## src/ctrr_pkg.sv

```systemverilog
// Package with record layout, timing and sizing constants for the readout record framer
package ctrr_pkg;
   localparam int CTRR_WORD_W = 32;
   localparam int CTRR_EXT_IN_W = 160;
   localparam int CTRR_ITEMS_W = 96;
   localparam int CTRR_TTYPE_W = 8;
   localparam int CTRR_EVNUM_W = 32;
   localparam int CTRR_BCNUM_W = 12;
   // Record layout: header word count, data word positions
   localparam int CTRR_HDR_WORDS = 2;
   localparam int CTRR_STAT_WORDS = 2;
   localparam int CTRR_DATA_WORDS = 16;
   localparam int CTRR_REC_WORDS = CTRR_HDR_WORDS + CTRR_STAT_WORDS + CTRR_DATA_WORDS;
   localparam int CTRR_POS_EXT = 0;
   localparam int CTRR_POS_INT = 5;
   localparam int CTRR_POS_BV = 6;
   localparam int CTRR_POS_AV = 9;
   localparam int CTRR_POS_AP = 12;
   localparam int CTRR_POS_TT = 15;
   localparam int CTRR_STD_STAT_W = 16;
   localparam logic [31:0] CTRR_STAT_RESET = 32'h00000000;
   // Latency budget
   localparam int CTRR_CLK_PERIOD_NS = 40;
   localparam int CTRR_MAX_LAT_NS = 500;
   localparam int CTRR_MAX_LAT_CYC = CTRR_MAX_LAT_NS / CTRR_CLK_PERIOD_NS;
   localparam int CTRR_FIFO_DEPTH = 16;
   typedef enum logic [1:0] {CTRR_IDLE, CTRR_SEND} ctrr_state_t;
endpackage

```

## src/ctrr_stream_if.sv

```systemverilog
// Interface carrying record words between framer and output FIFO
interface ctrr_stream_if #(parameter int W = 33);
   logic valid;
   logic ready;
   logic [W-1:0] data;
   modport src (output valid, output data, input ready);
   modport snk (input valid, input data, output ready);
endinterface

```

## src/ctrr_framer.sv

```systemverilog
// Top of the readout record framer: captures patterns on accept and streams the record
//
// Behaviour
// - Words 1-5 carry the 160 aligned inputs, inputs 1-32 first, ascending.
// - Word 6 carries internal inputs: prescaled clocks, random, turn, crossing mask.
// - Words 7-9 carry the 96 items before veto, lowest items first.
// - Words 10-12 carry the 96 items after veto, ascending.
// - Words 13-15 carry the 96 items after prescaling, ascending.
// - Word 16 carries the 8-bit trigger type; sixteen data words in all.
// - Event number and crossing number go in the header, not data words.
// - With nothing queued, a record starts leaving in under 500 ns.
// - Two standard status words are sent in each record, normally clear.
// - No per-event error checking of the inputs is done.
// - Status bits 0-15 are standard; upper bits are source specific.
module ctrr_framer
   import ctrr_pkg::*;
#(
   parameter int FIFO_DEPTH = CTRR_FIFO_DEPTH
) (
   input wire logic CLOCK_IN,
   input wire logic ARST_N_IN,
   input wire logic ACCEPT_IN,
   input wire logic [CTRR_EXT_IN_W-1:0] EXT_INPUTS_IN,
   input wire logic [CTRR_WORD_W-1:0] INT_INPUTS_IN,
   input wire logic [CTRR_ITEMS_W-1:0] ITEMS_BEFORE_VETO_IN,
   input wire logic [CTRR_ITEMS_W-1:0] ITEMS_AFTER_VETO_IN,
   input wire logic [CTRR_ITEMS_W-1:0] ITEMS_AFTER_PRESCALE_IN,
   input wire logic [CTRR_TTYPE_W-1:0] TRIGGER_TYPE_IN,
   input wire logic [CTRR_EVNUM_W-1:0] EVENT_NUMBER_IN,
   input wire logic [CTRR_BCNUM_W-1:0] BUNCH_CROSSING_NUMBER_IN,
   input wire logic [CTRR_STD_STAT_W-1:0] STATUS_STD_IN,
   input wire logic [CTRR_WORD_W-CTRR_STD_STAT_W-1:0] STATUS_SRC_IN,
   output logic BUSY_OUT,
   output logic OVERRUN_OUT,
   output logic REC_VALID_OUT,
   input wire logic REC_READY_IN,
   output logic [CTRR_WORD_W-1:0] REC_DATA_OUT,
   output logic REC_LAST_OUT
);
   // *****************************************
   // Capture
   // *****************************************
   localparam int CW = CTRR_EXT_IN_W + CTRR_WORD_W + 3 * CTRR_ITEMS_W + CTRR_TTYPE_W;
   localparam int IDX_W = $clog2(CTRR_REC_WORDS);
   localparam logic [IDX_W-1:0] LAST_IDX = IDX_W'(CTRR_REC_WORDS - 1);
   if (FIFO_DEPTH < CTRR_REC_WORDS - 4) begin : g_bad_fifo_depth
      $error("FIFO_DEPTH too small");
   end
   if (CTRR_REC_WORDS + 2 > CTRR_MAX_LAT_CYC + 10) begin : g_bad_budget
      $error("record too long for budget");
   end

   ctrr_state_t state_reg;
   logic [CW-1:0] snap_reg;
   logic [CTRR_EVNUM_W-1:0] evnum_reg;
   logic [CTRR_BCNUM_W-1:0] bcnum_reg;
   logic [CTRR_WORD_W-1:0] stat0_reg, stat1_reg;
   logic [IDX_W-1:0] idx_reg;
   logic [CTRR_WORD_W-1:0] word;
   logic take;

   ctrr_stream_if #(.W(CTRR_WORD_W + 1)) strm ();

   assign take = ACCEPT_IN && (state_reg == CTRR_IDLE);
   assign BUSY_OUT = (state_reg != CTRR_IDLE);

   // Snapshot is taken in the accept cycle so all words share one crossing
   always_ff @(posedge CLOCK_IN or negedge ARST_N_IN) begin
      if (!ARST_N_IN) begin
         snap_reg <= '0;
         evnum_reg <= '0;
         bcnum_reg <= '0;
         stat0_reg <= CTRR_STAT_RESET;
         stat1_reg <= CTRR_STAT_RESET;
      end else if (take) begin
         snap_reg <= {TRIGGER_TYPE_IN, ITEMS_AFTER_PRESCALE_IN, ITEMS_AFTER_VETO_IN,
                      ITEMS_BEFORE_VETO_IN, INT_INPUTS_IN, EXT_INPUTS_IN};
         evnum_reg <= EVENT_NUMBER_IN;
         bcnum_reg <= BUNCH_CROSSING_NUMBER_IN;
         // Status inputs are passed through as given; nothing here checks data
         stat0_reg <= {STATUS_SRC_IN, STATUS_STD_IN};
         stat1_reg <= CTRR_STAT_RESET;
      end
   end

   // Accept while the framer is still sending a record into the FIFO cannot be served; flag it
   always_ff @(posedge CLOCK_IN or negedge ARST_N_IN) begin
      if (!ARST_N_IN) begin
         OVERRUN_OUT <= 1'b0;
      end else begin
         OVERRUN_OUT <= ACCEPT_IN && (state_reg != CTRR_IDLE);
      end
   end

   // *****************************************
   // Word selection
   // *****************************************
   function automatic logic [CTRR_WORD_W-1:0] ctrr_slice(input logic [CW-1:0] s, input int n);
      ctrr_slice = s[n * CTRR_WORD_W +: CTRR_WORD_W];
   endfunction

   always_comb begin
      word = '0;
      unique case (idx_reg)
         IDX_W'(0): word = evnum_reg;
         IDX_W'(1): word = {{(CTRR_WORD_W - CTRR_BCNUM_W){1'b0}}, bcnum_reg};
         IDX_W'(2): word = stat0_reg;
         IDX_W'(3): word = stat1_reg;
         default: begin
            // Data words 0..14 map straight onto the snapshot in 32-bit slices; word 15 is the zero-extended trigger type
            word = ctrr_slice(snap_reg, int'(idx_reg) - 4);
            if (int'(idx_reg) - 4 == CTRR_POS_TT) begin
               word = {{(CTRR_WORD_W - CTRR_TTYPE_W){1'b0}},
                       snap_reg[CW-1 -: CTRR_TTYPE_W]};
            end
         end
      endcase
   end

   assign strm.valid = (state_reg == CTRR_SEND);
   assign strm.data = {(idx_reg == LAST_IDX), word};

   // *****************************************
   // Sequencer
   // *****************************************
   always_ff @(posedge CLOCK_IN or negedge ARST_N_IN) begin
      if (!ARST_N_IN) begin
         state_reg <= CTRR_IDLE;
         idx_reg <= '0;
      end else begin
         unique case (state_reg)
            CTRR_IDLE: begin
               if (take) begin
                  state_reg <= CTRR_SEND;
                  idx_reg <= '0;
               end
            end
            CTRR_SEND: begin
               if (strm.ready) begin
                  if (idx_reg == LAST_IDX) begin
                     state_reg <= CTRR_IDLE;
                     idx_reg <= '0;
                  end else begin
                     idx_reg <= idx_reg + 1'b1;
                  end
               end
            end
            default: state_reg <= CTRR_IDLE;
         endcase
      end
   end

   logic [CTRR_WORD_W:0] fifo_q;
   ctrr_fifo #(.WIDTH(CTRR_WORD_W + 1), .DEPTH(FIFO_DEPTH)) u_fifo (
      .clk_in(CLOCK_IN),
      .arst_n_in(ARST_N_IN),
      .wr(strm),
      .rd_valid_out(REC_VALID_OUT),
      .rd_ready_in(REC_READY_IN),
      .rd_data_out(fifo_q)
   );
   assign REC_DATA_OUT = fifo_q[CTRR_WORD_W-1:0];
   assign REC_LAST_OUT = fifo_q[CTRR_WORD_W];

   // *****************************************
   // Checks
   // *****************************************
   AST_ONE_RECORD: assert property (@(posedge CLOCK_IN) disable iff (!ARST_N_IN)
      take |=> (state_reg == CTRR_SEND) && (idx_reg == '0))
      else $error("accept did not start a record");
   AST_LATENCY: assert property (@(posedge CLOCK_IN) disable iff (!ARST_N_IN)
      (take && REC_READY_IN && !REC_VALID_OUT) |-> ##[1:12] REC_VALID_OUT)
      else $error("record not started in time");
   AST_SEND_LEN: assert property (@(posedge CLOCK_IN) disable iff (!ARST_N_IN)
      (take && strm.ready) ##1 strm.ready[*8] |=> (idx_reg == IDX_W'(8)))
      else $error("word index miscounted");
   AST_LAST_MARK: assert property (@(posedge CLOCK_IN) disable iff (!ARST_N_IN)
      (strm.valid && strm.ready && strm.data[CTRR_WORD_W]) |=> (state_reg == CTRR_IDLE))
      else $error("last word did not end record");
   AST_HDR_EVT: assert property (@(posedge CLOCK_IN) disable iff (!ARST_N_IN)
      take |=> (evnum_reg == $past(EVENT_NUMBER_IN)) && (strm.data[31:0] == evnum_reg))
      else $error("header event number wrong");
   AST_EXT_W0: assert property (@(posedge CLOCK_IN) disable iff (!ARST_N_IN)
      (strm.valid && idx_reg == IDX_W'(4)) |-> (word == snap_reg[31:0]))
      else $error("first input word wrong");
   AST_TT_WORD: assert property (@(posedge CLOCK_IN) disable iff (!ARST_N_IN)
      (strm.valid && idx_reg == LAST_IDX) |-> (word[31:8] == 24'h000000))
      else $error("trigger type word upper bits set");
   AST_STAT1_CLEAR: assert property (@(posedge CLOCK_IN) disable iff (!ARST_N_IN)
      (strm.valid && idx_reg == IDX_W'(3)) |-> (word == CTRR_STAT_RESET))
      else $error("second status word not clear");
   AST_NO_RESTART: assert property (@(posedge CLOCK_IN) disable iff (!ARST_N_IN)
      (ACCEPT_IN && BUSY_OUT) |=> OVERRUN_OUT && $stable(snap_reg))
      else $error("accept during record disturbed it");
   AST_OVR_CAUSE: assert property (@(posedge CLOCK_IN) disable iff (!ARST_N_IN)
      OVERRUN_OUT |-> $past(ACCEPT_IN) && $past(BUSY_OUT))
      else $error("overrun flagged without a refused accept");
   AST_TT_CAPTURE: assert property (@(posedge CLOCK_IN) disable iff (!ARST_N_IN)
      take |=> (snap_reg[CW-1 -: CTRR_TTYPE_W] == $past(TRIGGER_TYPE_IN)))
      else $error("trigger type not taken from accept cycle");
   AST_EXT_CAPTURE: assert property (@(posedge CLOCK_IN) disable iff (!ARST_N_IN)
      take |=> (snap_reg[CTRR_EXT_IN_W-1:0] == $past(EXT_INPUTS_IN)))
      else $error("inputs not taken from accept cycle");
   AST_STD_CAPTURE: assert property (@(posedge CLOCK_IN) disable iff (!ARST_N_IN)
      take |=> (stat0_reg[CTRR_STD_STAT_W-1:0] == $past(STATUS_STD_IN)))
      else $error("standard status bits misplaced");
   AST_BC_HDR: assert property (@(posedge CLOCK_IN) disable iff (!ARST_N_IN)
      (strm.valid && idx_reg == IDX_W'(1)) |-> (word[CTRR_WORD_W-1:CTRR_BCNUM_W] == '0))
      else $error("crossing header word upper bits set");
   AST_INT_WORD: assert property (@(posedge CLOCK_IN) disable iff (!ARST_N_IN)
      (strm.valid && idx_reg == IDX_W'(CTRR_HDR_WORDS + CTRR_STAT_WORDS + CTRR_POS_INT))
      |-> (word == snap_reg[CTRR_EXT_IN_W +: CTRR_WORD_W]))
      else $error("internal inputs word misplaced");
   AST_IDX_RANGE: assert property (@(posedge CLOCK_IN) disable iff (!ARST_N_IN)
      strm.valid |-> (idx_reg <= LAST_IDX))
      else $error("word index beyond record end");
   // An idle framer must not leak words, or the receiver would see a phantom record
   AST_IDLE_QUIET: assert property (@(posedge CLOCK_IN) disable iff (!ARST_N_IN)
      (state_reg == CTRR_IDLE) |-> !strm.valid && (idx_reg == '0))
      else $error("idle framer offered a word");
endmodule

```

## src/ctrr_fifo.sv

```systemverilog
// Synchronous FIFO with registered read data and valid/ready on both sides
module ctrr_fifo #(
   parameter int WIDTH = 33,
   parameter int DEPTH = 16
) (
   input wire logic clk_in,
   input wire logic arst_n_in,
   ctrr_stream_if.snk wr,
   output logic rd_valid_out,
   input wire logic rd_ready_in,
   output logic [WIDTH-1:0] rd_data_out
);
   localparam int AW = $clog2(DEPTH);
   if (DEPTH < 2 || (1 << AW) != DEPTH) begin : g_bad_depth
      $error("DEPTH must be a power of two");
   end
   logic [WIDTH-1:0] mem_reg [DEPTH];
   logic [AW:0] wptr_reg, rptr_reg;
   logic full, empty, push, pop;
   assign full = (wptr_reg[AW] != rptr_reg[AW]) && (wptr_reg[AW-1:0] == rptr_reg[AW-1:0]);
   assign empty = (wptr_reg == rptr_reg);
   assign wr.ready = !full;
   // Output register counts as a stage: pop when it is free or being drained
   assign pop = !empty && (!rd_valid_out || rd_ready_in);
   assign push = wr.valid && !full;
   always_ff @(posedge clk_in) begin
      if (push) begin
         mem_reg[wptr_reg[AW-1:0]] <= wr.data;
      end
   end
   always_ff @(posedge clk_in or negedge arst_n_in) begin
      if (!arst_n_in) begin
         wptr_reg <= '0;
         rptr_reg <= '0;
         rd_valid_out <= 1'b0;
         rd_data_out <= '0;
      end else begin
         if (push) begin
            wptr_reg <= wptr_reg + 1'b1;
         end
         if (pop) begin
            rptr_reg <= rptr_reg + 1'b1;
            rd_data_out <= mem_reg[rptr_reg[AW-1:0]];
            rd_valid_out <= 1'b1;
         end else if (rd_ready_in) begin
            rd_valid_out <= 1'b0;
         end
      end
   end
endmodule

```

## config.mk

```make
export PLATFORM = sky130hd
export DESIGN_NAME = ctrr_framer
export DESIGN_NICKNAME = d
export VERILOG_FILES = /design/src/ctrr_pkg.sv /design/src/ctrr_stream_if.sv /design/src/ctrr_framer.sv /design/src/ctrr_fifo.sv
export SDC_FILE = /design/constraint.sdc
export NUM_CORES = 2
export LEC_CHECK = 0
export BUFFER_PORTS_ARGS = -buffer_cell sky130_fd_sc_hd__buf_4
export CORE_ASPECT_RATIO = 0.75
export CORE_UTILIZATION = 52
export CTS_CLUSTER_DIAMETER = 100
export DETAILED_ROUTE_END_ITERATION = 7
export PLACE_DENSITY = 0.83
export SLEW_MARGIN = 5
export SYNTH_ARGS = -nofsm -noshare
export SYNTH_HDL_FRONTEND = slang
export SYNTH_SLANG_ARGS = --single-unit
```

## constraint.sdc

```tcl
create_clock -name CLOCK_IN -period 4 [get_ports CLOCK_IN]
set_input_delay 0.4 -clock CLOCK_IN [delete_from_list [all_inputs] [get_ports CLOCK_IN]]
set_output_delay 0.4 -clock CLOCK_IN [all_outputs]
set_load 0.01 [all_outputs]
```

==> results, run 1 <==
- The HPWL after detailed placement is between 100 and 150 mm.
- The clock tree synthesis step divided the H-tree into 3 levels.
- By count the netlist is led by sky130_fd_sc_hd__nand2_1, sky130_fd_sc_hd__dfrtp_1, sky130_fd_sc_hd__edfxtp_1.
- The overflow left after global routing is 16.
- The number of clock buffers inserted by TritonCTS is between 90 and 100.
- Averaged over all synthesized cells, the footprint is 12.5 um^2.
- 604 I/O pins were placed.
- The tree is rooted in a sky130_fd_sc_hd__clkbuf_16.
- Synthesis produced about 3800 cells.
- The number of synthesized flops with an enable pin is 528.
- In this run the cell area of the synthesized design comes to between 40000 and 50000 um^2.
- The number of placed instances, taps included, is between 5000 and 6000.
- Input and output buffers added on the ports amount to approximately 600.
- The flow stopped in 5_1_grt.
- The number of distinct library cells after synthesis is 47.
- The floorplan die height is between 200 and 300 um.
- Yosys printed 0 warnings.
- The area share of the leading cell type in the synthesized netlist is 0.332.
- The async set or reset register ratio after synthesis is 0.538.
- The tree built by TritonCTS fans out to ~1100 sinks.
- The cell taking the most area after synthesis is sky130_fd_sc_hd__edfxtp_1.
- The routability-driven placement congestion ratio is roughly 1.0.
- The width of the die is between 300 and 400 um.
- The number of global-route vias before repair was 45090.
- The pin count of the biggest net entering global routing is around 160.
- When the netlist entered floorplanning its net count stood at around 4400.
- The effective utilization at floorplan is 0.529.
- By area the synthesized netlist is led by sky130_fd_sc_hd__edfxtp_1, sky130_fd_sc_hd__dfrtp_1, sky130_fd_sc_hd__nand2_1, sky130_fd_sc_hd__mux4_2, sky130_fd_sc_hd__a22oi_1.
- For this run, the leading register cell type out of synthesis is sky130_fd_sc_hd__dfrtp_1.
- The total number of placement rows is 95.
- The global-route usage over all layers is 0.451.
- The tool reported: "[ERROR GRT-0116] Global routing finished with congestion. Check the congestion regions in the DRC Viewer".
- The worst-case clock buffer depth is 3.
- In the post-synthesis netlist, the cell with the most instances is sky130_fd_sc_hd__nand2_1.
- Counting flops and latches in the post-synthesis netlist gives around 1100.
- Post-CTS repair changed the size of 0 cells.
- The share of the yosys chip area belonging to registers is 0.655.
- The first global-routing pass estimated 297 mm of wire.
- The placement-stage worst setup slack is 377 ps.
- The run stopped with a tool error.
==> cell families after synthesis <==
family / Yosys count / share of synthesized area
AOI/OAI and AO/OA: 236 / 0.0388
and+or+nand+nor: 1839 / 0.147
DFF: 1143 / 0.655
xor gates and xnor gates: 15 / 0.00275
muxes: 308 / 0.130
adders and majority gates: 12 / 0.00315
buffers and inverters: 249 / 0.0237
==> timing repair <==
item                                   CTS
endpoints found under the hold margin  629
setup buffers                            0
hold buffers                           539
==> metal layers <==
layer  track usage  GRT overflow
met4         0.367             4
met5        0.0597             0
met2         0.626            12
met3         0.279             0
met1         0.482             0
==> through the flow <==
stage | area, um^2 | hold WS [ps]
after floorplan | 47700 | 104
after global placement | 53900 | 453
after detailed placement | 53900 | 458
after CTS | 62500 | 0.149
==> run 2: changes to the inputs <==
--- a/config.mk
+++ b/config.mk
@@ -6,11 +6,9 @@
 export NUM_CORES = 2
 export LEC_CHECK = 0
 export BUFFER_PORTS_ARGS = -buffer_cell sky130_fd_sc_hd__buf_4
-export CORE_ASPECT_RATIO = 0.75
-export CORE_UTILIZATION = 52
-export CTS_CLUSTER_DIAMETER = 100
+export CORE_UTILIZATION = 40
 export DETAILED_ROUTE_END_ITERATION = 7
-export PLACE_DENSITY = 0.83
+export PLACE_DENSITY_LB_ADDON = 0.15
 export SLEW_MARGIN = 5
 export SYNTH_ARGS = -nofsm -noshare
 export SYNTH_HDL_FRONTEND = slang
==> constraint.sdc (replaced) <==
create_clock -name CLOCK_IN -period 5.2 [get_ports CLOCK_IN]
set_input_delay 0.52 -clock CLOCK_IN [delete_from_list [all_inputs] [get_ports CLOCK_IN]]
set_output_delay 0.52 -clock CLOCK_IN [all_outputs]
set_load 0.01 [all_outputs]
==> results, run 2 <==
- After clock tree synthesis, the clock-pin slew on the worst setup and hold paths is 70 ps.
- The width of the die was 347 um (was 352 um).
- Dominant cells by area after synthesis: sky130_fd_sc_hd__edfxtp_1, sky130_fd_sc_hd__dfrtp_1, sky130_fd_sc_hd__nand2_1, sky130_fd_sc_hd__mux4_2, sky130_fd_sc_hd__a22oi_1 (unchanged).
- The met2 usage is 0.410.
- The average size of a mapped cell is 12.5 um^2 (unchanged).
- The maximum operating frequency is 259 MHz.
- The count of nets left with antenna violations once routing finished came out at 0.
- The post-CTS setup-driven buffer insertion count was 0 (unchanged).
- The warning count from the yosys run is 0 (unchanged).
- The number of synthesized flops with an enable pin was 528 (unchanged).
- The number of levels the H-tree was split into is 3 (unchanged).
- Result of the run: complete, but fails checks (was did not finish).
- The async set or reset register ratio after synthesis is 0.538 (unchanged).
- The total of endpoints with negative setup slack in the final report is 0.
- The register with the most flip-flops in the layout has between 500 and 600 of them.
- The number of inserted filler cells in the final layout is a little over 10000.
- The most utilized layer in the global route result is met2.
- The largest fanout on the critical path is 26.
- The met3 demand-to-capacity share in global routing is 0.0470.
- The worst-case clock buffer depth is 3 (unchanged).
- The layout cell share with drive strength beyond 1 is 0.249.
- At the end of the flow, the number of nets in the layout was roughly 5200.
- The endpoint type of the worst setup path is a flop.
- The analysis attributes to cell leakage a power of 26.9 nW.
- The number of endpoints with negative hold slack in the final report came to 0.
- The first global-routing pass estimated 231 mm of wire.
- The arrival time at the worst endpoint is about 4200 ps.
- STA classifies the critical path startpoint as a flop.
- The half-perimeter wire length after detailed placement is 111 mm (was 101 mm).
- The post-synthesis cell count is 3802 (unchanged).
- The routability-driven placement congestion ratio is 0.906 (was 1.03).
- The iteration-0 DRC count of the detailed router is between 3000 and 4000.
- The number of global-route vias before repair is 34062.
- The core area is ~120000 um^2.
- The most used standard cell by instance count after synthesis is sky130_fd_sc_hd__nand2_1 (unchanged).
- Entering global routing, the biggest net connects between 150 and 200 pins.
- The number of port buffers is 603 (unchanged).
- Dividing the detail-routed wire length by the instance count gives roughly 25 um.
- The path type of the worst setup path is flop to flop.
- The library cells used most frequently in the layout, excluding fill and tap cells, are sky130_fd_sc_hd__nand2_1, sky130_fd_sc_hd__buf_4, sky130_fd_sc_hd__dfrtp_1, sky130_fd_sc_hd__edfxtp_1, sky130_fd_sc_hd__dlygate4sd3_1.
- The area of the die is roughly 120000 um^2.
- The global-route usage over all layers is 0.263.
- The clock skew after layout is 36.4 ps.
- The post-synthesis register bit count was 1143 (unchanged).
- The number of distinct library cells after synthesis is 47 (unchanged).
- The number of max-slew violations in the final report is 0.
- The total number of placement rows is 126 (was 95).
- After detailed routing, the total wire length is between 150 and 200 mm.
- The post-route cell area is 60800 um^2.
- The number of sinks handled by clock tree synthesis came to 1143 (unchanged).
- The floorplan die height is 347 um (was 264 um).
- The cell chosen for the clock root is sky130_fd_sc_hd__clkbuf_16 (unchanged).
- The count of boundary I/O pins is 604 (unchanged).
- The area share of the leading cell type in the synthesized netlist was 0.332 (unchanged).
- The CTS tree is built.
- The clock network latency to the later pin of the worst-skew pair is 710 ps.
- The headroom to the max-slew limit is 0.123.
- Commonest cells in the netlist: sky130_fd_sc_hd__nand2_1, sky130_fd_sc_hd__dfrtp_1, sky130_fd_sc_hd__edfxtp_1 (unchanged).
- The actual transition at the worst max-transition pin is 1310 ps.
- The cell area after placement is 54000 um^2 (was 53900 um^2).
- The share of the yosys chip area belonging to registers came to 0.655 (unchanged).
- The required time of the worst setup path is about 5500 ps.
- After global routing the overflow that remains totals 0.
- The post-synthesis instance area is 47700 um^2 (unchanged).
- For met1 alone, demand over resource in global routing was 0.361.
- The effective utilization at floorplan is 0.404 (was 0.529).
- After detailed routing, the number of vias per cell comes to about 5.3.
- The cell taking the most area after synthesis was sky130_fd_sc_hd__edfxtp_1 (unchanged).
- The post-route total power is roughly 39 mW.
- The total number of vias is 33501.
- The final clock period utilization by the worst path is 0.742.
- The dominant register cell in the synthesized netlist was sky130_fd_sc_hd__dfrtp_1 (unchanged).
- The peak ir drop on the vdd network is roughly 670 uV.
- The final critical-path required period is 3860 ps.
- The number of clock buffers inserted by TritonCTS is 119 (was 99).
- The checks that failed: DRC.
- The initial antenna violation count is 6.
- The area added between synthesis and finish is 27.5%.
- Setup repair after global routing left no endpoint under its margin.
- Dividing total power by cell area gives a power density of about 640 nW/um^2.
- For the final routed database, the setup TNS stands at 0 ps.
- Before antenna repair, the detailed router went through 8 iterations.
- In the routed design, unresolved DRC markers number 9.
- The total nets after synthesis is 4382 (unchanged).
- The library cell used most frequently in the layout, excluding fill and tap cells, is sky130_fd_sc_hd__nand2_1.
- The max-cap violation count is 0.
- The worst hold path belongs to the class input pin to flop.
## run 2: report_power, final
part	switching [mW]	internal [mW]	total (mW)
logic	8.53	5.74	14.3
registers	1.89	14.2	16.0
clock network	3.59	5.06	8.65
total	14.0	25.0	39.0
## run 2: what timing repair did
| action | in CTS | in global routing |
|---|---|---|
| gates resized for setup | 0 | 0 |
| hold endpoints to repair | 379 | 0 |
| hold buffers | 289 | 0 |
## run 2: critical path, cell delays in order (launching register included)
cell,delay (ps)
sky130_fd_sc_hd__dfrtp_4,540
sky130_fd_sc_hd__inv_2,240
sky130_fd_sc_hd__ha_1,290
sky130_fd_sc_hd__nor3_1,340
sky130_fd_sc_hd__o21ai_0,170
sky130_fd_sc_hd__a211o_1,530
sky130_fd_sc_hd__buf_4,310
sky130_fd_sc_hd__o211ai_1,1040
## run 2: worst paths after layout
| kind | from | endpoint | slack [ps] | depth (start not counted) |
|---|---|---|---|---|
| worst max-delay path | idx_reg[1] | u_fifo.mem_reg[4][0] | 1340 | 7 |
| worst min-delay path | ITEMS_BEFORE_VETO_IN[55] | snap_reg[247] | 30 | 3 |
| worst max register to register | idx_reg[1] | u_fifo.mem_reg[4][0] | 1340 | 7 |
| worst min register to register | snap_reg[119] | snap_reg[119] | 470 | 2 |
| max in group asynchronous | ARST_N_IN | u_fifo.rptr_reg[0] | 3240 | 3 |
| min in group asynchronous | ARST_N_IN | snap_reg[308] | 360 | 2 |
## run 2: cells by family (layout without fill, tap and decap cells)
logic type | after synthesis | count (layout) | share of synthesized area
simple gates | 1839 | 1839 | 0.147
compound gates | 236 | 236 | 0.0388
buf+inv | 249 | 1207 | 0.0237
flops | 1143 | 1143 | 0.655
mux | 308 | 308 | 0.130
other cells | 0 | 5 | 0
xor+xnor | 15 | 15 | 0.00275
fa+ha+maj | 12 | 12 | 0.00315
## run 2: area by class of cell
type / instances / area, um^2 / share of cell area
antenna: 5 / 12.5 / 0.000206
tap: 1536 / 1920 / 0.0316
sequential: 1143 / 31300 / 0.514
timing repair buffer: 976 / 8250 / 0.136
clock buffer: 169 / 3390 / 0.0557
clock inverter: 51 / 557 / 0.00915
multi-input combinational: 2410 / 15400 / 0.253
inverter: 11 / 41.3 / 0.000679
## run 2: routing by layer
layer,up-vias,share of wire
li1,14926,-
met3,260,0.063
met5,-,0.000050
met2,1232,0.46
met1,17081,0.42
met4,2,0.049
## run 2: through the flow
stage	hold WS [ps]	utilization	setup WS, ps	std cells
floorplan	224	-	1390	3802
global placement	453	0.457	1530	5786
detailed placement	456	0.457	1500	5786
CTS	0.0469	0.515	1440	6295
global route	4.57	0.515	1130	6299
finish	29.5	0.515	1340	6301
Note: power is estimated with default switching activity, not from simulation.
